===== src/rtl/mdfm_pkg.sv =====
/*
 Constants, alarm codes and timing for the motor driver fault manager.
 Assumes a 25 MHz core clock and an external non-volatile history store.
*/
package mdfm_pkg;
	localparam int unsigned CLK_HZ = 25000000;
	// Blink on and off times, and the pause between groups, in milliseconds.
	localparam int unsigned BLINK_ON_MS = 200;
	localparam int unsigned BLINK_OFF_MS = 200;
	localparam int unsigned BLINK_GAP_MS = 1200;
	localparam int unsigned BLINK_ON_CYC = BLINK_ON_MS * (CLK_HZ / 1000);
	localparam int unsigned BLINK_OFF_CYC = BLINK_OFF_MS * (CLK_HZ / 1000);
	localparam int unsigned BLINK_GAP_CYC = BLINK_GAP_MS * (CLK_HZ / 1000);
	// Thresholds, in the units of the measurement inputs.
	localparam logic [15:0] OVER_VOLT_MV = 16'h9470;  // 38000 mV.
	localparam logic [15:0] UNDER_VOLT_MV = 16'h4650; // 18000 mV.
	localparam logic [15:0] OVER_SPEED_RPM = 16'h1450; // 5200 r/min.
	localparam logic [15:0] OVER_TEMP_C = 16'h0055;    // 85 degrees C.
	localparam int unsigned HIST_DEPTH = 10;
	localparam int unsigned CODE_W = 4;
	// Alarm codes equal the number of lamp blinks, except CODE_CPU, which lights the lamp steadily; 0 means none.
	localparam logic [3:0] CODE_NONE = 4'h0;
	localparam logic [3:0] CODE_OVERLOAD = 4'h2;
	localparam logic [3:0] CODE_SENSOR = 4'h3;
	localparam logic [3:0] CODE_OVERVOLT = 4'h4;
	localparam logic [3:0] CODE_UNDERVOLT = 4'h5;
	localparam logic [3:0] CODE_OVERSPEED = 4'h6;
	localparam logic [3:0] CODE_OVERCUR = 4'h7;
	localparam logic [3:0] CODE_DATA = 4'h8;
	localparam logic [3:0] CODE_OVERHEAT = 4'h9;
	localparam logic [3:0] CODE_EXTSTOP = 4'ha;
	localparam logic [3:0] CODE_POWERUP = 4'hb;
	localparam logic [3:0] CODE_CPU = 4'hf;
endpackage


===== src/rtl/mdfm_history.sv =====
/*
 Ten-entry alarm history ring, newest first on read.
 Assumes the storage array is mapped onto non-volatile cells, so it has no reset.
*/
`timescale 1ns/1ps
`default_nettype none
module mdfm_history
	import mdfm_pkg::*;
#(
	parameter int unsigned DEPTH = HIST_DEPTH
) (
	// Clock and reset.
	input wire logic clk_in,
	input wire logic rst_n_in,
	// Write side.
	input wire logic wr_en_in,
	input wire logic [3:0] wr_code_in,
	// Read side: index 0 is the newest entry.
	input wire logic [3:0] rd_idx_in,
	output logic [3:0] rd_code_out
);
	// The array and its head pointer live in retained storage: no reset on them.
	logic [3:0] mem_q [DEPTH];
	// A fresh part starts writing at slot zero; from then on the pointer is retained too.
	logic [3:0] head_q = 4'h0;
	logic [3:0] slot;

	// Writes are held off while reset is low, so a detector seen during power-up
	// is recorded once, when the latch really takes it.
	always_ff @(posedge clk_in) begin
		if (wr_en_in && rst_n_in) begin
			mem_q[head_q] <= wr_code_in;
		end
	end

	always_ff @(posedge clk_in) begin
		if (wr_en_in && rst_n_in) begin
			head_q <= (head_q >= 4'(DEPTH - 1)) ? 4'h0 : head_q + 4'h1;
		end
	end

	always_comb begin
		slot = (head_q > rd_idx_in) ? head_q - rd_idx_in - 4'h1
			: 4'(DEPTH) + head_q - rd_idx_in - 4'h1;
	end

	always_ff @(posedge clk_in or negedge rst_n_in) begin
		if (!rst_n_in) begin
			rd_code_out <= 4'h0;
		end else begin
			rd_code_out <= (rd_idx_in < 4'(DEPTH)) ? mem_q[slot] : 4'h0;
		end
	end
endmodule
`default_nettype wire


===== src/rtl/mdfm_blinker.sv =====
/*
 Lamp blink-code generator: code N gives N pulses then a long pause.
 Assumes the code input stands steady while an alarm is shown.
*/
`timescale 1ns/1ps
`default_nettype none
module mdfm_blinker
	import mdfm_pkg::*;
#(
	parameter int unsigned ON_CYC = BLINK_ON_CYC,
	parameter int unsigned OFF_CYC = BLINK_OFF_CYC,
	parameter int unsigned GAP_CYC = BLINK_GAP_CYC
) (
	// Clock and reset.
	input wire logic clk_in,
	input wire logic rst_n_in,
	// Code to show and steady mode.
	input wire logic [3:0] code_in,
	input wire logic steady_in,
	// Lamp drive.
	output logic lamp_out
);
	typedef enum logic [1:0] {
		MDFM_BL_IDLE = 2'b00,
		MDFM_BL_ON = 2'b01,
		MDFM_BL_OFF = 2'b10,
		MDFM_BL_GAP = 2'b11
	} mdfm_bl_t;

	mdfm_bl_t state_q;
	logic [31:0] tmr_q;
	logic [3:0] cnt_q;

	always_ff @(posedge clk_in or negedge rst_n_in) begin
		if (!rst_n_in) begin
			state_q <= MDFM_BL_IDLE;
			tmr_q <= 32'h0;
			cnt_q <= 4'h0;
		end else if (steady_in || code_in == CODE_NONE) begin
			state_q <= MDFM_BL_IDLE;
			tmr_q <= 32'h0;
			cnt_q <= 4'h0;
		end else begin
			case (state_q)
				MDFM_BL_IDLE: begin
					state_q <= MDFM_BL_ON;
					tmr_q <= 32'(ON_CYC - 1);
					cnt_q <= 4'h1;
				end
				MDFM_BL_ON: begin
					if (tmr_q == 32'h0) begin
						state_q <= (cnt_q >= code_in) ? MDFM_BL_GAP : MDFM_BL_OFF;
						tmr_q <= (cnt_q >= code_in) ? 32'(GAP_CYC - 1) : 32'(OFF_CYC - 1);
					end else begin
						tmr_q <= tmr_q - 32'h1;
					end
				end
				MDFM_BL_OFF: begin
					if (tmr_q == 32'h0) begin
						state_q <= MDFM_BL_ON;
						tmr_q <= 32'(ON_CYC - 1);
						cnt_q <= cnt_q + 4'h1;
					end else begin
						tmr_q <= tmr_q - 32'h1;
					end
				end
				MDFM_BL_GAP: begin
					if (tmr_q == 32'h0) begin
						state_q <= MDFM_BL_ON;
						tmr_q <= 32'(ON_CYC - 1);
						cnt_q <= 4'h1;
					end else begin
						tmr_q <= tmr_q - 32'h1;
					end
				end
				default: begin
					state_q <= MDFM_BL_IDLE;
				end
			endcase
		end
	end

	always_ff @(posedge clk_in or negedge rst_n_in) begin
		if (!rst_n_in) begin
			lamp_out <= 1'b0;
		end else begin
			lamp_out <= steady_in || (code_in != CODE_NONE && state_q == MDFM_BL_ON);
		end
	end
endmodule
`default_nettype wire


===== src/rtl/mdfm_fault_manager.sv =====
/*
 Top of the motor driver fault manager: latches alarms, gates the motor,
 drives the alarm outputs and lamp, and records alarms in the history.
 Assumes all inputs are synchronous to clk_in and rst_n_in is power-on reset.
*/
`timescale 1ns/1ps
`default_nettype none
module mdfm_fault_manager
	import mdfm_pkg::*;
#(
	parameter int unsigned OVERLOAD_CYC = 32'd25000000,
	parameter int unsigned ON_CYC = BLINK_ON_CYC,
	parameter int unsigned OFF_CYC = BLINK_OFF_CYC,
	parameter int unsigned GAP_CYC = BLINK_GAP_CYC
) (
	// Clock and reset.
	input wire logic clk_in,
	input wire logic rst_n_in,
	// Host operation and clear inputs.
	input wire logic run_request_in,
	input wire logic direction_select_in,
	input wire logic fault_clear_in,
	input wire logic external_fault_in,
	// Configuration tool commands and settings.
	input wire logic tool_reset_in,
	input wire logic tool_stop_in,
	input wire logic powerup_guard_en_in,
	// Measurements and detector flags.
	input wire logic over_torque_in,
	input wire logic sensor_ok_in,
	input wire logic [15:0] supply_mv_in,
	input wire logic [15:0] speed_rpm_in,
	input wire logic over_current_in,
	input wire logic data_corrupt_in,
	input wire logic [15:0] temp_c_in,
	input wire logic cpu_fail_in,
	// History read port.
	input wire logic [3:0] hist_idx_in,
	output logic [3:0] hist_code_out,
	// Motor drive.
	output logic drive_en_out,
	output logic drive_dir_out,
	output logic brake_out,
	// Alarm outputs.
	output logic alarm_out_normally_open,
	output logic alarm_out_normally_closed,
	output logic power_fault_lamp,
	output logic [3:0] alarm_code_out
);
	logic clear_d_q;
	logic first_q;
	logic [31:0] ovl_cnt_q;
	logic [3:0] code_q;
	logic [3:0] new_code;
	logic clear_edge;
	logic reset_req;
	logic latched;
	logic hard;

	// Highest-severity detector wins when several fire together.
	always_comb begin
		new_code = CODE_NONE;
		if (first_q && powerup_guard_en_in && run_request_in) new_code = CODE_POWERUP;
		if (!external_fault_in || tool_stop_in) new_code = CODE_EXTSTOP;
		if (ovl_cnt_q >= 32'(OVERLOAD_CYC)) new_code = CODE_OVERLOAD;
		if (speed_rpm_in > OVER_SPEED_RPM) new_code = CODE_OVERSPEED;
		if (supply_mv_in < UNDER_VOLT_MV) new_code = CODE_UNDERVOLT;
		if (supply_mv_in > OVER_VOLT_MV) new_code = CODE_OVERVOLT;
		if (!sensor_ok_in) new_code = CODE_SENSOR;
		if (temp_c_in > OVER_TEMP_C) new_code = CODE_OVERHEAT;
		if (data_corrupt_in) new_code = CODE_DATA;
		if (over_current_in) new_code = CODE_OVERCUR;
		if (cpu_fail_in) new_code = CODE_CPU;
	end

	assign latched = (code_q != CODE_NONE);
	assign hard = (code_q == CODE_OVERCUR) || (code_q == CODE_DATA) || (code_q == CODE_CPU);
	assign clear_edge = fault_clear_in && !clear_d_q;
	assign reset_req = (clear_edge || tool_reset_in) && !run_request_in && !hard;

	always_ff @(posedge clk_in or negedge rst_n_in) begin
		if (!rst_n_in) begin
			clear_d_q <= 1'b0;
			first_q <= 1'b1;
		end else begin
			clear_d_q <= fault_clear_in;
			first_q <= 1'b0;
		end
	end

	always_ff @(posedge clk_in or negedge rst_n_in) begin
		if (!rst_n_in) begin
			ovl_cnt_q <= 32'h0;
		end else if (!over_torque_in) begin
			ovl_cnt_q <= 32'h0;
		end else if (ovl_cnt_q < 32'(OVERLOAD_CYC)) begin
			ovl_cnt_q <= ovl_cnt_q + 32'h1;
		end
	end

	// A new alarm wins over a reset in the same cycle, so the earlier code stays latched (CODE_CPU replaces it) and the new one is not recorded.
	always_ff @(posedge clk_in or negedge rst_n_in) begin
		if (!rst_n_in) begin
			code_q <= CODE_NONE;
		end else if (!latched && new_code != CODE_NONE) begin
			code_q <= new_code;
		end else if (latched && code_q != CODE_CPU && new_code == CODE_CPU) begin
			code_q <= CODE_CPU;
		end else if (latched && reset_req && new_code == CODE_NONE) begin
			code_q <= CODE_NONE;
		end
	end

	always_ff @(posedge clk_in or negedge rst_n_in) begin
		if (!rst_n_in) begin
			drive_en_out <= 1'b0;
			drive_dir_out <= 1'b0;
			brake_out <= 1'b0;
		end else begin
			drive_en_out <= run_request_in && !latched && new_code == CODE_NONE;
			drive_dir_out <= direction_select_in;
			brake_out <= 1'b0;
		end
	end

	always_ff @(posedge clk_in or negedge rst_n_in) begin
		if (!rst_n_in) begin
			alarm_out_normally_open <= 1'b0;
			alarm_out_normally_closed <= 1'b0;
			alarm_code_out <= CODE_NONE;
		end else begin
			alarm_out_normally_open <= latched;
			alarm_out_normally_closed <= !latched;
			alarm_code_out <= code_q;
		end
	end

	mdfm_history #(
		.DEPTH(HIST_DEPTH)
	) u_hist (
		.clk_in(clk_in),
		.rst_n_in(rst_n_in),
		.wr_en_in(!latched && new_code != CODE_NONE),
		.wr_code_in(new_code),
		.rd_idx_in(hist_idx_in),
		.rd_code_out(hist_code_out)
	);

	mdfm_blinker #(
		.ON_CYC(ON_CYC),
		.OFF_CYC(OFF_CYC),
		.GAP_CYC(GAP_CYC)
	) u_blink (
		.clk_in(clk_in),
		.rst_n_in(rst_n_in),
		.code_in(code_q == CODE_CPU ? CODE_NONE : code_q),
		.steady_in(code_q == CODE_CPU),
		.lamp_out(power_fault_lamp)
	);

	AST_NO_DRIVE_IN_ALARM: assert property (@(posedge clk_in) disable iff (!rst_n_in)
		latched |=> !drive_en_out) else $error("drive enabled while alarm latched");
	AST_ALARM_OUTS: assert property (@(posedge clk_in) disable iff (!rst_n_in)
		latched |=> alarm_out_normally_open && !alarm_out_normally_closed)
		else $error("alarm outputs wrong");
	AST_NO_BRAKE: assert property (@(posedge clk_in) disable iff (!rst_n_in)
		latched |=> !brake_out) else $error("brake applied on alarm");
	AST_HARD_HOLD: assert property (@(posedge clk_in) disable iff (!rst_n_in)
		hard |=> latched) else $error("hard alarm cleared");
	AST_RUN_BLOCKS_RESET: assert property (@(posedge clk_in) disable iff (!rst_n_in)
		(latched && run_request_in) |=> latched) else $error("reset taken while running");
	AST_LEVEL_NO_CLEAR: assert property (@(posedge clk_in) disable iff (!rst_n_in)
		(latched && fault_clear_in && clear_d_q && !tool_reset_in) |=> latched)
		else $error("cleared on level");
	AST_EDGE_CLEARS: assert property (@(posedge clk_in) disable iff (!rst_n_in)
		(reset_req && latched && new_code == CODE_NONE) |=> !latched)
		else $error("reset not taken");
	AST_OVERVOLT: assert property (@(posedge clk_in) disable iff (!rst_n_in)
		(!latched && supply_mv_in > OVER_VOLT_MV && new_code == CODE_OVERVOLT)
		|=> code_q == CODE_OVERVOLT) else $error("overvoltage not latched");
	AST_CPU_STEADY: assert property (@(posedge clk_in) disable iff (!rst_n_in)
		(code_q == CODE_CPU) [*2] |=> power_fault_lamp) else $error("lamp not steady");
endmodule
`default_nettype wire


===== config.mk =====
export PLATFORM = sky130hd
export DESIGN_NAME = mdfm_fault_manager
export DESIGN_NICKNAME = d
export VERILOG_FILES = /design/src/rtl/mdfm_pkg.sv /design/src/rtl/mdfm_history.sv /design/src/rtl/mdfm_blinker.sv /design/src/rtl/mdfm_fault_manager.sv
export SDC_FILE = /design/constraint.sdc
export NUM_CORES = 1
export LEC_CHECK = 0
export ABC_AREA = 1
export BUFFER_PORTS_ARGS = -buffer_cell sky130_fd_sc_hd__buf_4
export CORE_MARGIN = 2
export CORE_UTILIZATION = 45
export CTS_CLUSTER_DIAMETER = 30
export CTS_CLUSTER_SIZE = 12
export DETAILED_ROUTE_END_ITERATION = 12
export PLACE_DENSITY = 0.65
export SYNTH_ARGS = -nofsm -noshare
export SYNTH_HDL_FRONTEND = slang
export SYNTH_SLANG_ARGS = --single-unit

===== constraint.sdc =====
create_clock -name clk_in -period 6.19 [get_ports clk_in]
set_clock_uncertainty 0.05 [all_clocks]
set_input_delay 0.9285 -clock clk_in [delete_from_list [all_inputs] [get_ports clk_in]]
set_output_delay 0.9285 -clock clk_in [all_outputs]
set_load 0.005 [all_outputs]

==> results.yml <==
run_status:
  status: "completed"
grt:
  grt_antenna_before_repair: 0
  grt_pass1_vias: 6016
  grt_start_max_net_pins: 71
  overflow: 0
  grt_pass1_wl_mm: 28.2
  track_usage: 0.197
pwr:
  p_leak_uw: 0.00415
  p_per_area_nw_per_um2: 317
  peakVddDrop_uv: 213
  power_uw: 2840
sta:
  min_period_ps: 3350
  worst_pin_slew_ps: 904
  slew_violations: 0
  min_period_over_period: 0.541
  setup_viol: 0
  finalHoldViolations: 0
  fin_ws_ps: 2840
  fmaxAchievable_mhz: 299
  whs_ps: 354
  fin_tns_setup_ps: 0
  slew_headroom: 0.398
  grt_setup_unrepaired: "false"
cells_and_area:
  register_area_um2: 3550
  nFillCells: 1521
  multiInputGateArea_um2: 3390
  area_delta_synth_final_pct: 18.2
  fin_cells: 1258
  final_nets: 1115
  drive_gt1_frac: 0.173
  diodes: 0
synthesis:
  ys_warn_count: 0
  synthSimpleGateAreaFrac: 0.294
  synth_adder_area_share: 0.0426
  muxShareOfSynthArea: 0
  synth_xor_area_frac: 0.0301
  avgSynthCellArea_um2: 8.07
  ys_seq_area_frac: 0.469
  synth_top_family_by_area: "simple AND/OR/NAND/NOR gates"
  ys_seq_elements: 133
  netlist_instances: 938
  yosysUniqueCellTypes: 46
  synth-compound-area-share: 0.0803
  syn-cell-area_um2: 7570
placed_design:
  place_inst: 1226
  place.gp.congestion: 0.840
  io_buffers: 77
  hpwl_mm: 12.0
  pre_cts_ws_ps: 2450
route:
  drc: 0
  firstDrtPassIters: 5
  num_vias: 6157
  drtAntennaViolNets: 0
  drt-total-wl_mm: 16.3
  routedWlPerCell_um: 12.9
  drtIter0Drc: 419
  via_per_inst: 4.89
worst_setup_path:
  crit_path_start_kind: "input port"
  critPathArrivalTime_ps: 3350
  end_kind: "flip-flop"
  required_ps: 6190
  crit_fanout: 12
  crit_type: "in2reg"
floorplan:
  start_util: 0.458
  dieArea_um2: 17900
  core_area_um2: 16500
  rows: 47
  io_pins: 80
  die_h_um: 134
  die_w_um: 134
clocking:
  ctsHtreeMaxLevel: 4
  cts_root_buffer: "clkbuf_16"
  worstSkewPairLatency_ps: 410
  post_cts_resize_count: 0
  hold_buffers: 0
  clock-sinks: 133
  post_cts_buffers: 0
  tritoncts: "built"
  clock_path_buffers: 2
  clkTransAtPathRegs_ps: 60
  cts_buffers: 17
hold_path:
  hold_path.class: "in2async"
job:
  drv_cap: 0
-- layout make-up --
class / count / area share
well taps: 220 / 0.0308
clock inverters: 15 / 0.0165
inverters: 150 / 0.0632
flip-flops and latches: 133 / 0.397
multi-input cells: 644 / 0.379
repair buffers: 79 / 0.0663
clock buffers: 17 / 0.0475
-- layer usage --
metal,wire length [µm],part of all wire,GRT usage,up-vias
met5,0,0,0,-
met4,314,0.019,0.0721,0
met3,551,0.034,0.0434,27
met2,7660,0.47,0.316,93
met1,7730,0.48,0.263,2842
li1,-,-,-,3195
-- where the power goes --
part           total [µW]  leakage [µW]  switching, µW  internal (µW)
Combinational         844       0.00231            550            294
Clock                 969      0.000282            431            537
Sequential           1030       0.00156           53.1            974
-- worst paths after layout --
kind	start	endpoint	slack [ps]	depth (start not counted)
worst max-delay path	speed_rpm_in[9]	u_hist.mem_q[7][2]	2840	14
worst min register to register	code_q[0]	alarm_code_out[0]	410	0
worst max register to register	u_hist.head_q[0]	u_hist.rd_code_out[3]	3190	12
max in group asynchronous	rst_n_in	ovl_cnt_q[18]	4520	2
worst min-delay path	rst_n_in	alarm_out_normally_closed	350	1
min in group clk_in	code_q[0]	alarm_code_out[0]	410	0
-- kinds of logic after synthesis --
family | Yosys count
and+or+nand+nor | 480
buffers and inverters | 162
DFF | 133
AOI/OAI and AO/OA | 112
xor gates and xnor gates | 26
adders and majority gates | 24
other | 1
-- cells in the mapped netlist (all sizes together) --
| cell | number | area share |
|---|---|---|
| a21boi | 1 | 0.00099 |
| o21ai | 50 | 0.033 |
| dfrtp | 88 | 0.29 |
| and2 | 1 | 0.00083 |
| fa | 3 | 0.0079 |
| a211oi | 2 | 0.0020 |
| conb | 1 | 0.00050 |
| xor2 | 17 | 0.020 |
| a21oi | 42 | 0.028 |
| o21a | 4 | 0.0040 |
| clkinv | 1 | 0.00050 |
| inv | 149 | 0.074 |
| nand3 | 52 | 0.037 |
| nor2 | 176 | 0.10 |
| o31ai | 4 | 0.0040 |
| ha | 21 | 0.035 |
| and3 | 1 | 0.00083 |
| nand2 | 189 | 0.10 |
| o31a | 2 | 0.0023 |
| nor4 | 9 | 0.0074 |
| clkbuf | 8 | 0.0040 |
| nand4 | 18 | 0.017 |
| edfxtp | 44 | 0.17 |
| nor3 | 31 | 0.024 |
| dfstp | 1 | 0.0035 |
| buf | 4 | 0.0046 |
| or2 | 2 | 0.0017 |
| a2111oi | 1 | 0.0012 |
| xnor2 | 9 | 0.010 |
| nand3b | 1 | 0.00099 |
| a31oi | 5 | 0.0041 |
| o211ai | 1 | 0.00099 |
-- state kept, by name, summed over array words and instances, names as in the netlist, 2 cells and up --
register            cells
code_q                  4
ovl_cnt_q              32
u_blink.cnt_q           4
u_hist.head_q           4
u_hist.mem_q           40
u_blink.state_q         2
u_hist.rd_code_out      4
alarm_code_out          4
u_blink.tmr_q          32
-- layout by cell type, fill, tap and decap left out, types with 2 or more instances in the layout --
| master | netlist | layout |
|---|---|---|
| inv_2 | 11 | 11 |
| nor3_1 | 25 | 25 |
| o31a_1 | 2 | 2 |
| o21ai_0 | 48 | 48 |
| nor2_4 | 10 | 10 |
| inv_6 | 0 | 9 |
| inv_8 | 0 | 4 |
| nor2_2 | 20 | 20 |
| a211oi_1 | 2 | 2 |
| o31ai_1 | 4 | 4 |
| nand2_4 | 3 | 3 |
| nand3_2 | 2 | 2 |
| a21oi_1 | 42 | 42 |
| conb_1 | 1 | 2 |
| inv_1 | 137 | 137 |
| buf_4 | 1 | 79 |
| nand2_2 | 11 | 11 |
| fa_1 | 3 | 3 |
| nor2_1 | 146 | 146 |
| nor4_1 | 9 | 9 |
| xnor2_1 | 9 | 9 |
| clkbuf_16 | 0 | 17 |
| nand2_1 | 175 | 175 |
| nand4_1 | 16 | 16 |
| o21ai_1 | 2 | 2 |
| nand3_1 | 49 | 49 |
| ha_1 | 21 | 21 |
| dfrtp_1 | 88 | 88 |
| nand4_2 | 2 | 2 |
| xor2_1 | 17 | 17 |
| o21a_1 | 4 | 4 |
| nor3_2 | 6 | 6 |
| a31oi_1 | 5 | 5 |
| edfxtp_1 | 44 | 44 |
-- through the flow --
stage,util,instance area [µm²]
final,0.542,8950
after global routing,0.542,8950
after CTS,0.542,8950
after detailed placement,0.507,8380
after global placement,0.507,8380
after floorplan,-,7570
-- worst max-delay path, stage by stage --
cell,delay [ps]
buf_4,110
nor2_1,140
nand2_1,70
nor2_1,120
nand2_1,60
nand3_1,70
nand2_1,120
nand3_1,130
nand3_1,80
nand2_1,350
nor2_2,110
nand2_4,100
nand3_2,270
nor3_1,680
Power figures use the tool's default switching activity.
